### src/adc_seq_pkg.sv
// constants shared by the converter result sequencing block
package adc_seq_pkg;
  localparam logic [11:0] OFF_CTRL_ONE = 12'h000;
  localparam logic [11:0] OFF_CTRL_TWO = 12'h004;
  localparam logic [11:0] OFF_SCAN_LOW = 12'h008;
  localparam logic [11:0] OFF_SCAN_HIGH = 12'h00C;
  localparam logic [11:0] OFF_PIN_CFG = 12'h010;
  localparam logic [11:0] OFF_IRQ_STATUS = 12'h014;
  localparam logic [11:0] OFF_IRQ_MASK = 12'h018;
  localparam logic [11:0] OFF_STATE = 12'h01C;
  localparam logic [11:0] OFF_BUF_BASE = 12'h040;
  localparam int DONE_POS = 0;
  localparam int SAMPLE_POS = 1;
  localparam int SPI_LSB = 2;
  localparam int SCAN_SEL_POS = 10;
  localparam int IRQ_CONV_POS = 0;
  localparam int IRQ_OVR_POS = 1;
  localparam logic [15:0] CTRL_RESET = 16'h0000;
  localparam logic [15:0] SCAN_RESET = 16'h0000;
  localparam logic [31:0] PIN_CFG_RESET = 32'h00000000;
  localparam logic [1:0] IRQ_RESET = 2'h0;
endpackage

### src/adc_result_sequencing.sv
// converter control: sample counting, scan restart, result placement, pin config
`timescale 1ns/1ns
// What this block does
// samples-per-interrupt field bits 5..2 of control two sets interrupt spacing
// with scan select bit set, scan list restarts after the sample count
// without DMA, result write pointer returns to first buffer at count
// without DMA, results fill the first field plus one buffers in conversion order only
// with DMA, one result register overwritten by each new result
// done flag cleared at conversion start, set at completion, held
// software clears done just before setting the sample bit manually
// pin digital only when config bit is one in both converters
// conversion count reloads at field plus one, keeping pointer and scan aligned
module adc_result_sequencing #(
  parameter bit HAS_DMA = 1'b0,
  parameter int NUM_BUFS = 16,
  parameter int NUM_PINS = 32,
  parameter int RES_W = 12
) (
  // clock and reset
  input wire logic core_clk,
  input wire logic reset_n,
  // apb slave
  input wire logic psel,
  input wire logic penable,
  input wire logic pwrite,
  input wire logic [11:0] paddr,
  input wire logic [31:0] pwdata,
  output logic [31:0] prdata,
  output logic pready,
  output logic pslverr,
  // converter core, same clock
  input wire logic convStart,
  input wire logic convDone,
  input wire logic [RES_W-1:0] convResult,
  output logic [4:0] scanChannel,
  output logic sampleEnable,
  // pin configuration
  input wire logic [NUM_PINS-1:0] otherPinCfg,
  input wire logic [NUM_PINS-1:0] padDigitalIn,
  output logic [NUM_PINS-1:0] digitalEnable,
  output logic [NUM_PINS-1:0] altDigitalIn,
  // dma and interrupt
  output logic dmaRequest,
  output logic irq
);
  import adc_seq_pkg::*;

  logic [15:0] ctrlOne_q, ctrlOne_d;
  logic [15:0] ctrlTwo_q, ctrlTwo_d;
  logic [15:0] scanLow_q, scanLow_d;
  logic [15:0] scanHigh_q, scanHigh_d;
  logic [NUM_PINS-1:0] pinCfg_q, pinCfg_d;
  logic [1:0] irqStatus_q, irqStatus_d;
  logic [1:0] irqMask_q, irqMask_d;
  logic [3:0] convCount_q, convCount_d;
  logic [3:0] bufPtr_q, bufPtr_d;
  logic [4:0] scanPos_q, scanPos_d;
  logic unread_q, unread_d;
  logic [RES_W-1:0] resultMem_q [NUM_BUFS];
  logic [RES_W-1:0] resultMem_d [NUM_BUFS];
  logic [NUM_PINS-1:0] padSync1_q, padSync2_q;
  logic [31:0] prdata_q, prdata_d;
  logic slverr_q, slverr_d;

  logic wrEn, rdEn, countHit, mapped;
  logic [3:0] spiField;
  logic [31:0] scanMask;
  logic [4:0] nextScan;
  logic [3:0] bufIdx;

  assign wrEn = psel && penable && pwrite;
  assign rdEn = psel && penable && !pwrite;
  assign spiField = ctrlTwo_q[SPI_LSB+3:SPI_LSB];
  assign countHit = convDone && (convCount_q == spiField);
  assign scanMask = {scanHigh_q, scanLow_q};
  assign bufIdx = paddr[5:2];

  // next selected channel after the current one, wrapping to the list head
  always_comb begin
    nextScan = scanPos_q;
    for (int i = 31; i >= 1; i--) begin
      if (scanMask[(int'(scanPos_q) + i) % 32]) begin
        nextScan = 5'((int'(scanPos_q) + i) % 32);
      end
    end
  end

  function automatic logic [4:0] firstScan(input logic [31:0] m);
    logic [4:0] f;
    f = 5'h00;
    for (int i = 31; i >= 0; i--) begin
      if (m[i]) begin
        f = 5'(i);
      end
    end
    return f;
  endfunction

  // sequencing state
  always_comb begin
    convCount_d = convCount_q;
    bufPtr_d = bufPtr_q;
    scanPos_d = scanPos_q;
    if (convDone) begin
      if (countHit) begin
        convCount_d = 4'h0;
        bufPtr_d = 4'h0;
        if (ctrlTwo_q[SCAN_SEL_POS]) begin
          scanPos_d = firstScan(scanMask);
        end
      end else begin
        convCount_d = convCount_q + 4'h1;
        bufPtr_d = bufPtr_q + 4'h1;
        if (ctrlTwo_q[SCAN_SEL_POS]) begin
          scanPos_d = nextScan;
        end
      end
    end
  end

  always_ff @(posedge core_clk or negedge reset_n) begin
    if (!reset_n) begin
      convCount_q <= 4'h0;
      bufPtr_q <= 4'h0;
      scanPos_q <= 5'h00;
    end else begin
      convCount_q <= convCount_d;
      bufPtr_q <= bufPtr_d;
      scanPos_q <= scanPos_d;
    end
  end

  // result storage: one entry per buffer, entry zero only when dma present
  genvar g;
  generate
    for (g = 0; g < NUM_BUFS; g++) begin : gBuf
      always_comb begin
        resultMem_d[g] = resultMem_q[g];
        if (convDone) begin
          if (HAS_DMA) begin
            if (g == 0) begin
              resultMem_d[g] = convResult;
            end
          end else if (int'(bufPtr_q) == g) begin
            resultMem_d[g] = convResult;
          end
        end
      end
      always_ff @(posedge core_clk or negedge reset_n) begin
        if (!reset_n) begin
          resultMem_q[g] <= '0;
        end else begin
          resultMem_q[g] <= resultMem_d[g];
        end
      end
    end
  endgenerate

  // register file
  always_comb begin
    ctrlOne_d = ctrlOne_q;
    ctrlTwo_d = ctrlTwo_q;
    scanLow_d = scanLow_q;
    scanHigh_d = scanHigh_q;
    pinCfg_d = pinCfg_q;
    irqMask_d = irqMask_q;
    irqStatus_d = irqStatus_q;
    unread_d = unread_q;
    if (wrEn) begin
      if (paddr == OFF_CTRL_ONE) begin
        ctrlOne_d = pwdata[15:0];
      end else if (paddr == OFF_CTRL_TWO) begin
        ctrlTwo_d = pwdata[15:0];
      end else if (paddr == OFF_SCAN_LOW) begin
        scanLow_d = pwdata[15:0];
      end else if (paddr == OFF_SCAN_HIGH) begin
        scanHigh_d = pwdata[15:0];
      end else if (paddr == OFF_PIN_CFG) begin
        pinCfg_d = pwdata[NUM_PINS-1:0];
      end else if (paddr == OFF_IRQ_MASK) begin
        irqMask_d = pwdata[1:0];
      end
    end
    // read of status clears it; new events in the same cycle win
    if (rdEn && paddr == OFF_IRQ_STATUS) begin
      irqStatus_d = IRQ_RESET;
    end
    if (rdEn && paddr == OFF_BUF_BASE) begin
      unread_d = 1'b0;
    end
    // done flag: hardware start/done override software writes
    if (convStart) begin
      ctrlOne_d[DONE_POS] = 1'b0;
    end
    if (convDone) begin
      ctrlOne_d[DONE_POS] = 1'b1;
      if (HAS_DMA && unread_q) begin
        irqStatus_d[IRQ_OVR_POS] = 1'b1;
      end
      unread_d = 1'b1;
    end
    if (countHit) begin
      irqStatus_d[IRQ_CONV_POS] = 1'b1;
    end
  end

  always_ff @(posedge core_clk or negedge reset_n) begin
    if (!reset_n) begin
      ctrlOne_q <= CTRL_RESET;
      ctrlTwo_q <= CTRL_RESET;
      scanLow_q <= SCAN_RESET;
      scanHigh_q <= SCAN_RESET;
      pinCfg_q <= PIN_CFG_RESET;
      irqMask_q <= IRQ_RESET;
      irqStatus_q <= IRQ_RESET;
      unread_q <= 1'b0;
    end else begin
      ctrlOne_q <= ctrlOne_d;
      ctrlTwo_q <= ctrlTwo_d;
      scanLow_q <= scanLow_d;
      scanHigh_q <= scanHigh_d;
      pinCfg_q <= pinCfg_d;
      irqMask_q <= irqMask_d;
      irqStatus_q <= irqStatus_d;
      unread_q <= unread_d;
    end
  end

  // read data, registered in the setup cycle so the access phase is one cycle
  always_comb begin
    prdata_d = prdata_q;
    slverr_d = 1'b0;
    mapped = 1'b1;
    if (psel && !penable) begin
      prdata_d = 32'h00000000;
      if (paddr == OFF_CTRL_ONE) begin
        prdata_d = {16'h0000, ctrlOne_q};
      end else if (paddr == OFF_CTRL_TWO) begin
        prdata_d = {16'h0000, ctrlTwo_q};
      end else if (paddr == OFF_SCAN_LOW) begin
        prdata_d = {16'h0000, scanLow_q};
      end else if (paddr == OFF_SCAN_HIGH) begin
        prdata_d = {16'h0000, scanHigh_q};
      end else if (paddr == OFF_PIN_CFG) begin
        prdata_d[NUM_PINS-1:0] = pinCfg_q;
      end else if (paddr == OFF_IRQ_STATUS) begin
        prdata_d = {30'h0, irqStatus_q};
      end else if (paddr == OFF_IRQ_MASK) begin
        prdata_d = {30'h0, irqMask_q};
      end else if (paddr == OFF_STATE) begin
        prdata_d = {19'h0, scanPos_q, bufPtr_q, convCount_q};
      end else if (paddr[11:6] == OFF_BUF_BASE[11:6] && paddr[1:0] == 2'h0) begin
        prdata_d[RES_W-1:0] = resultMem_q[bufIdx];
        if (HAS_DMA && bufIdx != 4'h0) begin
          prdata_d = 32'h00000000;
        end
      end else begin
        mapped = 1'b0;
      end
      slverr_d = !mapped;
    end else if (psel && penable) begin
      slverr_d = slverr_q;
    end
  end

  always_ff @(posedge core_clk or negedge reset_n) begin
    if (!reset_n) begin
      prdata_q <= 32'h00000000;
      slverr_q <= 1'b0;
    end else begin
      prdata_q <= prdata_d;
      slverr_q <= slverr_d;
    end
  end

  // pad inputs come from outside the clock domain
  always_ff @(posedge core_clk or negedge reset_n) begin
    if (!reset_n) begin
      padSync1_q <= '0;
      padSync2_q <= '0;
    end else begin
      padSync1_q <= padDigitalIn;
      padSync2_q <= padSync1_q;
    end
  end

  assign digitalEnable = pinCfg_q & otherPinCfg;
  assign altDigitalIn = padSync2_q & digitalEnable;
  assign prdata = prdata_q;
  assign pready = 1'b1;
  assign pslverr = slverr_q && psel && penable;
  assign scanChannel = scanPos_q;
  assign sampleEnable = ctrlOne_q[SAMPLE_POS];
  assign dmaRequest = HAS_DMA && unread_q;
  assign irq = |(irqStatus_q & irqMask_q);
endmodule

### config.mk
export PLATFORM = sky130hd
export DESIGN_NAME = adc_result_sequencing
export DESIGN_NICKNAME = d
export VERILOG_FILES = /design/src/adc_seq_pkg.sv /design/src/adc_result_sequencing.sv
export SDC_FILE = /design/constraint.sdc
export NUM_CORES = 1
export LEC_CHECK = 0
export BUFFER_PORTS_ARGS = -buffer_cell sky130_fd_sc_hd__buf_2
export CORE_ASPECT_RATIO = 1.75
export CORE_MARGIN = 4
export CORE_UTILIZATION = 60
export CTS_BUF_LIST = sky130_fd_sc_hd__clkbuf_4
export DETAILED_ROUTE_END_ITERATION = 8
export HOLD_SLACK_MARGIN = 0.08
export PLACE_DENSITY = 0.87
export SLEW_MARGIN = 10
export SYNTH_ARGS = -nofsm -noshare
export SYNTH_HDL_FRONTEND = slang
export SYNTH_SLANG_ARGS = --single-unit
### constraint.sdc
create_clock -name core_clk -period 8.6 [get_ports core_clk]
set_clock_uncertainty 0.1 [all_clocks]
set_input_delay 0.86 -clock core_clk [delete_from_list [all_inputs] [get_ports core_clk]]
set_output_delay 0.86 -clock core_clk [all_outputs]
set_load 0.01 [all_outputs]
==> results of run 1 <==
-- cell type report --
class,instances,area [um^2]
repair buffers,284,1610
well taps,485,607
multi-input cells,1342,12500
flip-flops and latches,401,10000
clock buffers,117,878
diodes,9,22.5
clock inverters,27,121
inverters,29,109
fillers,2619,12500
-- layout by cell type (no fill, tap or decap), drive strengths merged, types with 5 or more instances in the layout --
cell and n:
a221oi 9, mux2i 61, nand2b 18, ha 17, o2111ai 6, dfrtp 401, a22o 19, a21oi 55
mux2 310, buf 266, clkinv 23, nand2 148, o21ai 79, or2 7, clkbuf 117, a22oi 14
or4 6, or3 10, o22ai 14, mux4 148, nand4 10, o21bai 9, nand3 30, nor2b 17
a31oi 11, o211ai 12, nor3 18, diode 9, nor2 72, and2 47, nor4 12, o221ai 5
and3 43, a222oi 8, dlygate4sd3 18, xor2 15, xnor2 24, inv 30, a211oi 12, o31ai 6
-- state kept, by name (all words and copies together) (netlist names) --
name         count
padSync2_q      32
ctrlTwo_q       16
irqMask_q        2
irqStatus_q      1
slverr_q         1
resultMem_q    192
scanChannel      5
convCount_q      4
scanHigh_q      16
scanLow_q       16
prdata          32
ctrlOne_q       16
padSync1_q      32
bufPtr_q         4
pinCfg_q        32
-- worst paths after layout --
check,from,end,slack (ns),cells after the start
min in group asynchronous,reset_n,resultMem_q[17],0.63,2
max,scanChannel[1],scanChannel[1],2.35,12
min reg2reg,padSync1_q[7],padSync2_q[7],0.20,0
max in group asynchronous,reset_n,padSync1_q[7],5.48,4
min,padDigitalIn[6],padSync1_q[6],0.13,1
max reg2reg,scanChannel[1],scanChannel[1],2.35,12
-- cells in the mapped netlist (29+ instances only) --
library cell / n
and3_1: 43
nand2_1: 147
mux4_2: 148
inv_1: 29
clkbuf_1: 123
dfrtp_1: 401
mux2_2: 310
nand3_1: 30
a21oi_1: 55
nor2_1: 72
o21ai_0: 77
and2_1: 46
mux2i_1: 58
-- cells by family after synthesis --
kind of cell | after synthesis
buf+inv | 182
fa+ha+maj | 17
other cells | 2
xor+xnor | 39
flops | 401
simple gates | 449
compound gates | 316
mux | 519
-- power by group --
part / leakage, nW / switching, W / internal, W
clock: 0.589 / 0.000729 / 0.000631
combinational: 6.36 / 0.000502 / 0.000629
sequential: 5.18 / 0.000255 / 0.00230
total: 12.1 / 0.00149 / 0.00356
-- what timing repair did --
| item | in CTS | in global routing |
|---|---|---|
| hold buffers | 17 | 1 |
| hold endpoints to repair | 53 | 1 |
| resized for setup | 0 | 0 |
-- per-layer routing --
metal | wire (um) | vias to the layer above
met2 | 39300 | 1439
met5 | 27 | -
met4 | 8540 | 4
li1 | - | 7754
met1 | 24200 | 9350
met3 | 8080 | 578
-- critical path, delay by kind of cell (launching register included) --
| kind | cells | cell delay (ns) |
|---|---|---|
| flip-flops | 1 | 0.34 |
| AO/OA/AOI/OAI | 2 | 0.65 |
| buffers and inverters | 3 | 1.42 |
| AND/OR/NAND/NOR | 2 | 0.93 |
| adder cells (fa/ha/maj) | 1 | 0.68 |
| multiplexers | 4 | 2.01 |
-- per-stage QoR --
stage	instance area (um^2)	cells	hold WS [ns]	worst slack, ns
global placement	24700	2523	0.231	2.74
floorplan	23200	1925	0.231	2.88
global route	25900	2688	0.0809	2.18
finish	25900	2694	0.133	2.35
detailed placement	24700	2523	0.235	2.59
CTS	25900	2684	0.0882	2.53
==> results.yml, run 1 <==
timing:
  max_freq_mhz: 160
  rsz0062_at_grt: "false"
  timing.final.hold_violations: 0
  tightest_slew_ns: 1.22
  max-slew-margin-rel_pct: 18.0
  fin_crit_sh_pct: 72.6
  finalSetupViolations: 0
  drv_slew: 0
  period_minus_slack_ns: 6.25
  fin_setup_tns_ns: 0
clock_tree:
  cts_buffers: 84
  post_cts_buffers: 0
  clk_pin_slew_ns: 0.08
  htreeDepth: 3
  cts_tree: "yes"
  clock_latency_ns: 0.79
  cts_buffer_depth: 3
  cts-root-buf: "clkbuf_4"
  cts_sinks: 401
logic_synthesis:
  syn_area_per_cell_um2: 12.1
  synth_compound_area_share_pct: 9.45
  synthAdderAreaFrac_pct: 0.916
  ys_warn_count: 0
  ys_ff_latch: 401
  synth_top_family_by_area: "multiplexers"
  synth_cell_types: 87
  synth_area_um2: 23200
  synthTopCellsByArea: "dfrtp_1 (43%), mux2_2 (15%), mux4_2 (14%)"
  synth_edf_count: 0
  syn_inst: 1925
  synth_top_area_share_pct: 43.2
  synth_top_area_cell: "dfrtp_1"
  ys_async_sr_fraction_pct: 100
  synthFlopType: "dfrtp_1"
  muxShareOfSynthArea_pct: 32.1
  synth_simple_gate_area_share_pct: 9.68
  synth_nets: 2069
  synth-xor-area-share_pct: 1.47
  synth-seq-area-share_pct: 43.2
die:
  start_util_pct: 60.5
  dieArea_um2: 42100
  die_y_um: 268
  ios: 233
  core_um2: 38400
  core.rowCount: 95
  die_w_um: 157
power:
  p_leak_nw: 12.1
  p_per_area_nw_per_um2: 195
  ir_drop_uv: 191
  power.total_w: 0.00504
global_routing:
  overflow: 0
  grt_max_degree: 121
  grt-busiest-layer: "met2"
  antenna_found_initial: 9
  track_usage_pct: 38.3
  groute.layer.met1.usage_pct: 41.3
  grt_pass1_wl_um: 120000
  first_global_vias: 19947
  met2_usage_pct: 62.1
  grt_use_met3_pct: 10.8
final_layout:
  syn_to_final_growth_pct: 11.5
  final_nets: 2286
  fin_util_pct: 67.5
  drive_gt1_share_pct: 40.2
worst_setup_path:
  crit_path_cell_trace: "buf_4, inv_1, ha_1, buf_4, mux4_2, mux4_2, mux2i_1, nand2b_1, or4_1, o311ai_2, a311o_1, mux2i_1"
  arrival_ns: 6.79
  end_kind: "flop"
  critPathMaxFanout: 59
  critPathSlowestCell: "ha_1"
  start_kind: "flop"
  slowest_delay_ns: 0.68
  critPathKind: "flop to flop"
  crit_required_ns: 9.15
route:
  first_pass_iters: 9
  drt_wl_total_um: 80100
  viasPerCell: 7.10
  drt-wirelength-per-cell_um: 29.8
  ant_nets: 0
  drt_first_iter_violations: 2290
  post-route-drc-count: 0
  vias: 19125
placed_design:
  dp_hpwl_um: 54400
  gp_congestion: 1.16
  port_buffers: 230
job:
  cap_violations: 0
outcome:
  outcome: "complete, no violations"
worst_hold_path:
  hold_class: "input port to flop"
Power figures use the tool's default switching activity.
==> run 2: changes to the inputs <==
- clock period: 8.6 -> 6.3 ns (I/O delays scaled with it)
==> run 2 against run 1 <==
  * Core utilization increased by 1.5 points
  * Total power is 42% higher
  * Largest cell class unchanged
  * Highest routed layer unchanged
  * Clock power grew 48%
  * Global-route usage increased by 5.4 points
==> results.yml, run 2 (synthesis results as in run 1) <==
timing:
  finalSetupViolations: 0
  fin_setup_tns_ns: 0
  drv_slew: 0
  layout_setup_ws_ns: 0.974
  timing.final.hold_violations: 0
  tightest_slew_ns: 1.16
  fin_crit_sh_pct: 84.5
  max-slew-margin-rel_pct: 22.8
  period_minus_slack_ns: 5.33
  max_freq_mhz: 188
  rsz0062_at_grt: "false"
global_routing:
  antenna_found_initial: 5
  overflow: 0
  first_global_vias: 21107
  grt_max_degree: 163
  track_usage_pct: 43.7
  grt_pass1_wl_um: 136000
power:
  p_leak_nw: 12.4
  ir_drop_uv: 352
  p_per_area_nw_per_um2: 271
worst_setup_path:
  critPathKind: "flop to flop"
  start_kind: "flop"
  rr_startpoint: "scanChannel[0]"
  r2r_cells: 11
  regToRegEndpoint: "scanChannel[2]"
  end_kind: "flop"
  r2r_slack_ns: 0.97
  critPathMaxFanout: 17
  cp-startpoint: "scanChannel[0]"
  arrival_ns: 5.87
  crit_required_ns: 6.84
die:
  ios: 233
  dieArea_um2: 42100
  core_um2: 38400
  start_util_pct: 60.5
  die_w_um: 157
  core.rowCount: 95
  die_y_um: 268
clock_tree:
  clock_latency_ns: 0.77
  cts.repair.resized: 0
  htreeDepth: 3
  cts_buffers: 84
  cts-root-buf: "clkbuf_4"
  cts_buffer_depth: 3
  clk_pin_slew_ns: 0.09
  cts_sinks: 401
  cts_tree: "yes"
job:
  cap_violations: 0
final_layout:
  final_nets: 2339
  fin_util_pct: 68.9
  syn_to_final_growth_pct: 13.9
  fin_cells: 2742
  drive_gt1_share_pct: 39.8
  final_common_cell: "dfrtp_1"
  largest_reg_flops: 192
  layout_common_cells: "dfrtp_1 (398), mux2_2 (310), buf_2 (228), mux4_2 (148), nand2_1 (147)"
  top_register: "resultMem_q"
route:
  drt_first_iter_violations: 2557
  post-route-drc-count: 0
  drt-wirelength-per-cell_um: 33.4
  viasPerCell: 7.32
  vias: 20078
  first_pass_iters: 6
  drt_wl_total_um: 91700
  ant_nets: 0
placed_design:
  dp_hpwl_um: 58900
  port_buffers: 230
  gp_congestion: 1.06
  placedCellCount: 2535
  place_ws_ns: 1.08
worst_hold_path:
  hold_class: "input port to flop"
  min-delay-start: "pwdata[9]"
  hold_end: "ctrlTwo_q[9]"
  min_path_cells: 2
outcome:
  outcome: "complete, no violations"
## run 2: cell count changes in the layout (fill, tap and decap cells not counted), sizes merged
cell,previous run,this run
buf,266,278
diode,9,4
clkbuf,117,120
inv,30,32
clkinvlp,3,1
bufinv,0,2
clkinv,23,18
dlygate4sd3,18,59
## run 2: final cells by class
| type | count | area, um^2 |
|---|---|---|
| repair buffers | 337 | 2140 |
| fillers | 2454 | 11900 |
| inverters | 29 | 109 |
| clock inverters | 24 | 153 |
| multi-input cells | 1342 | 12500 |
| flip-flops and latches | 401 | 10000 |
| well taps | 485 | 607 |
| clock buffers | 120 | 901 |
| diodes | 4 | 10.0 |
## run 2: worst max-delay path by stage
stage | endpoint | slack, ns
final | scanChannel[2] | 0.97
after global routing | scanChannel[1] | 0.81
after CTS | scanChannel[2] | 1.05
after detailed placement | scanChannel[2] | 1.08
after global placement | scanChannel[2] | 1.12
after floorplan | scanChannel[1] | 0.58
## run 2: per-stage QoR
step	area, um^2	total power [W]	hold slack (ns)
floorplan	23200	0.00447	0.231
global placement	24800	0.00484	0.232
detailed placement	24800	0.00501	0.235
CTS	26500	0.00701	0.0815
global route	26500	0.00742	0.0965
finish	26500	0.00717	0.122
## run 2: worst max-delay path, stage by stage, from the launching register on
cell	delay, ns
dfrtp_2	0.42
inv_1	0.42
ha_1	0.78
mux4_2	0.74
mux2i_1	0.27
o22ai_1	0.28
nor3_1	0.53
nand3_1	0.16
or4_1	0.64
o311ai_2	0.45
a211oi_1	0.17
o32a_1	0.23
## run 2: power breakdown
group,leakage [nW],total (W),internal (W),switching (W)
Combinational,6.59,0.00162,0.000881,0.000739
Clock,0.626,0.00201,0.000959,0.00105
Sequential,5.18,0.00354,0.00314,0.000406
## run 2: what timing repair did
action,in CTS,in global routing
setup buffers,0,0
hold endpoints to repair,166,0
hold buffers,59,0
## run 2: metal layers
layer / vias to the layer above / share of wire (%) / track usage, %
met5: - / 0.015 / 0
met4: 2 / 12 / 39.2
met3: 657 / 9.6 / 12.4
met2: 1716 / 49 / 71.8
met1: 9858 / 30 / 44.7
li1: 7845 / - / -
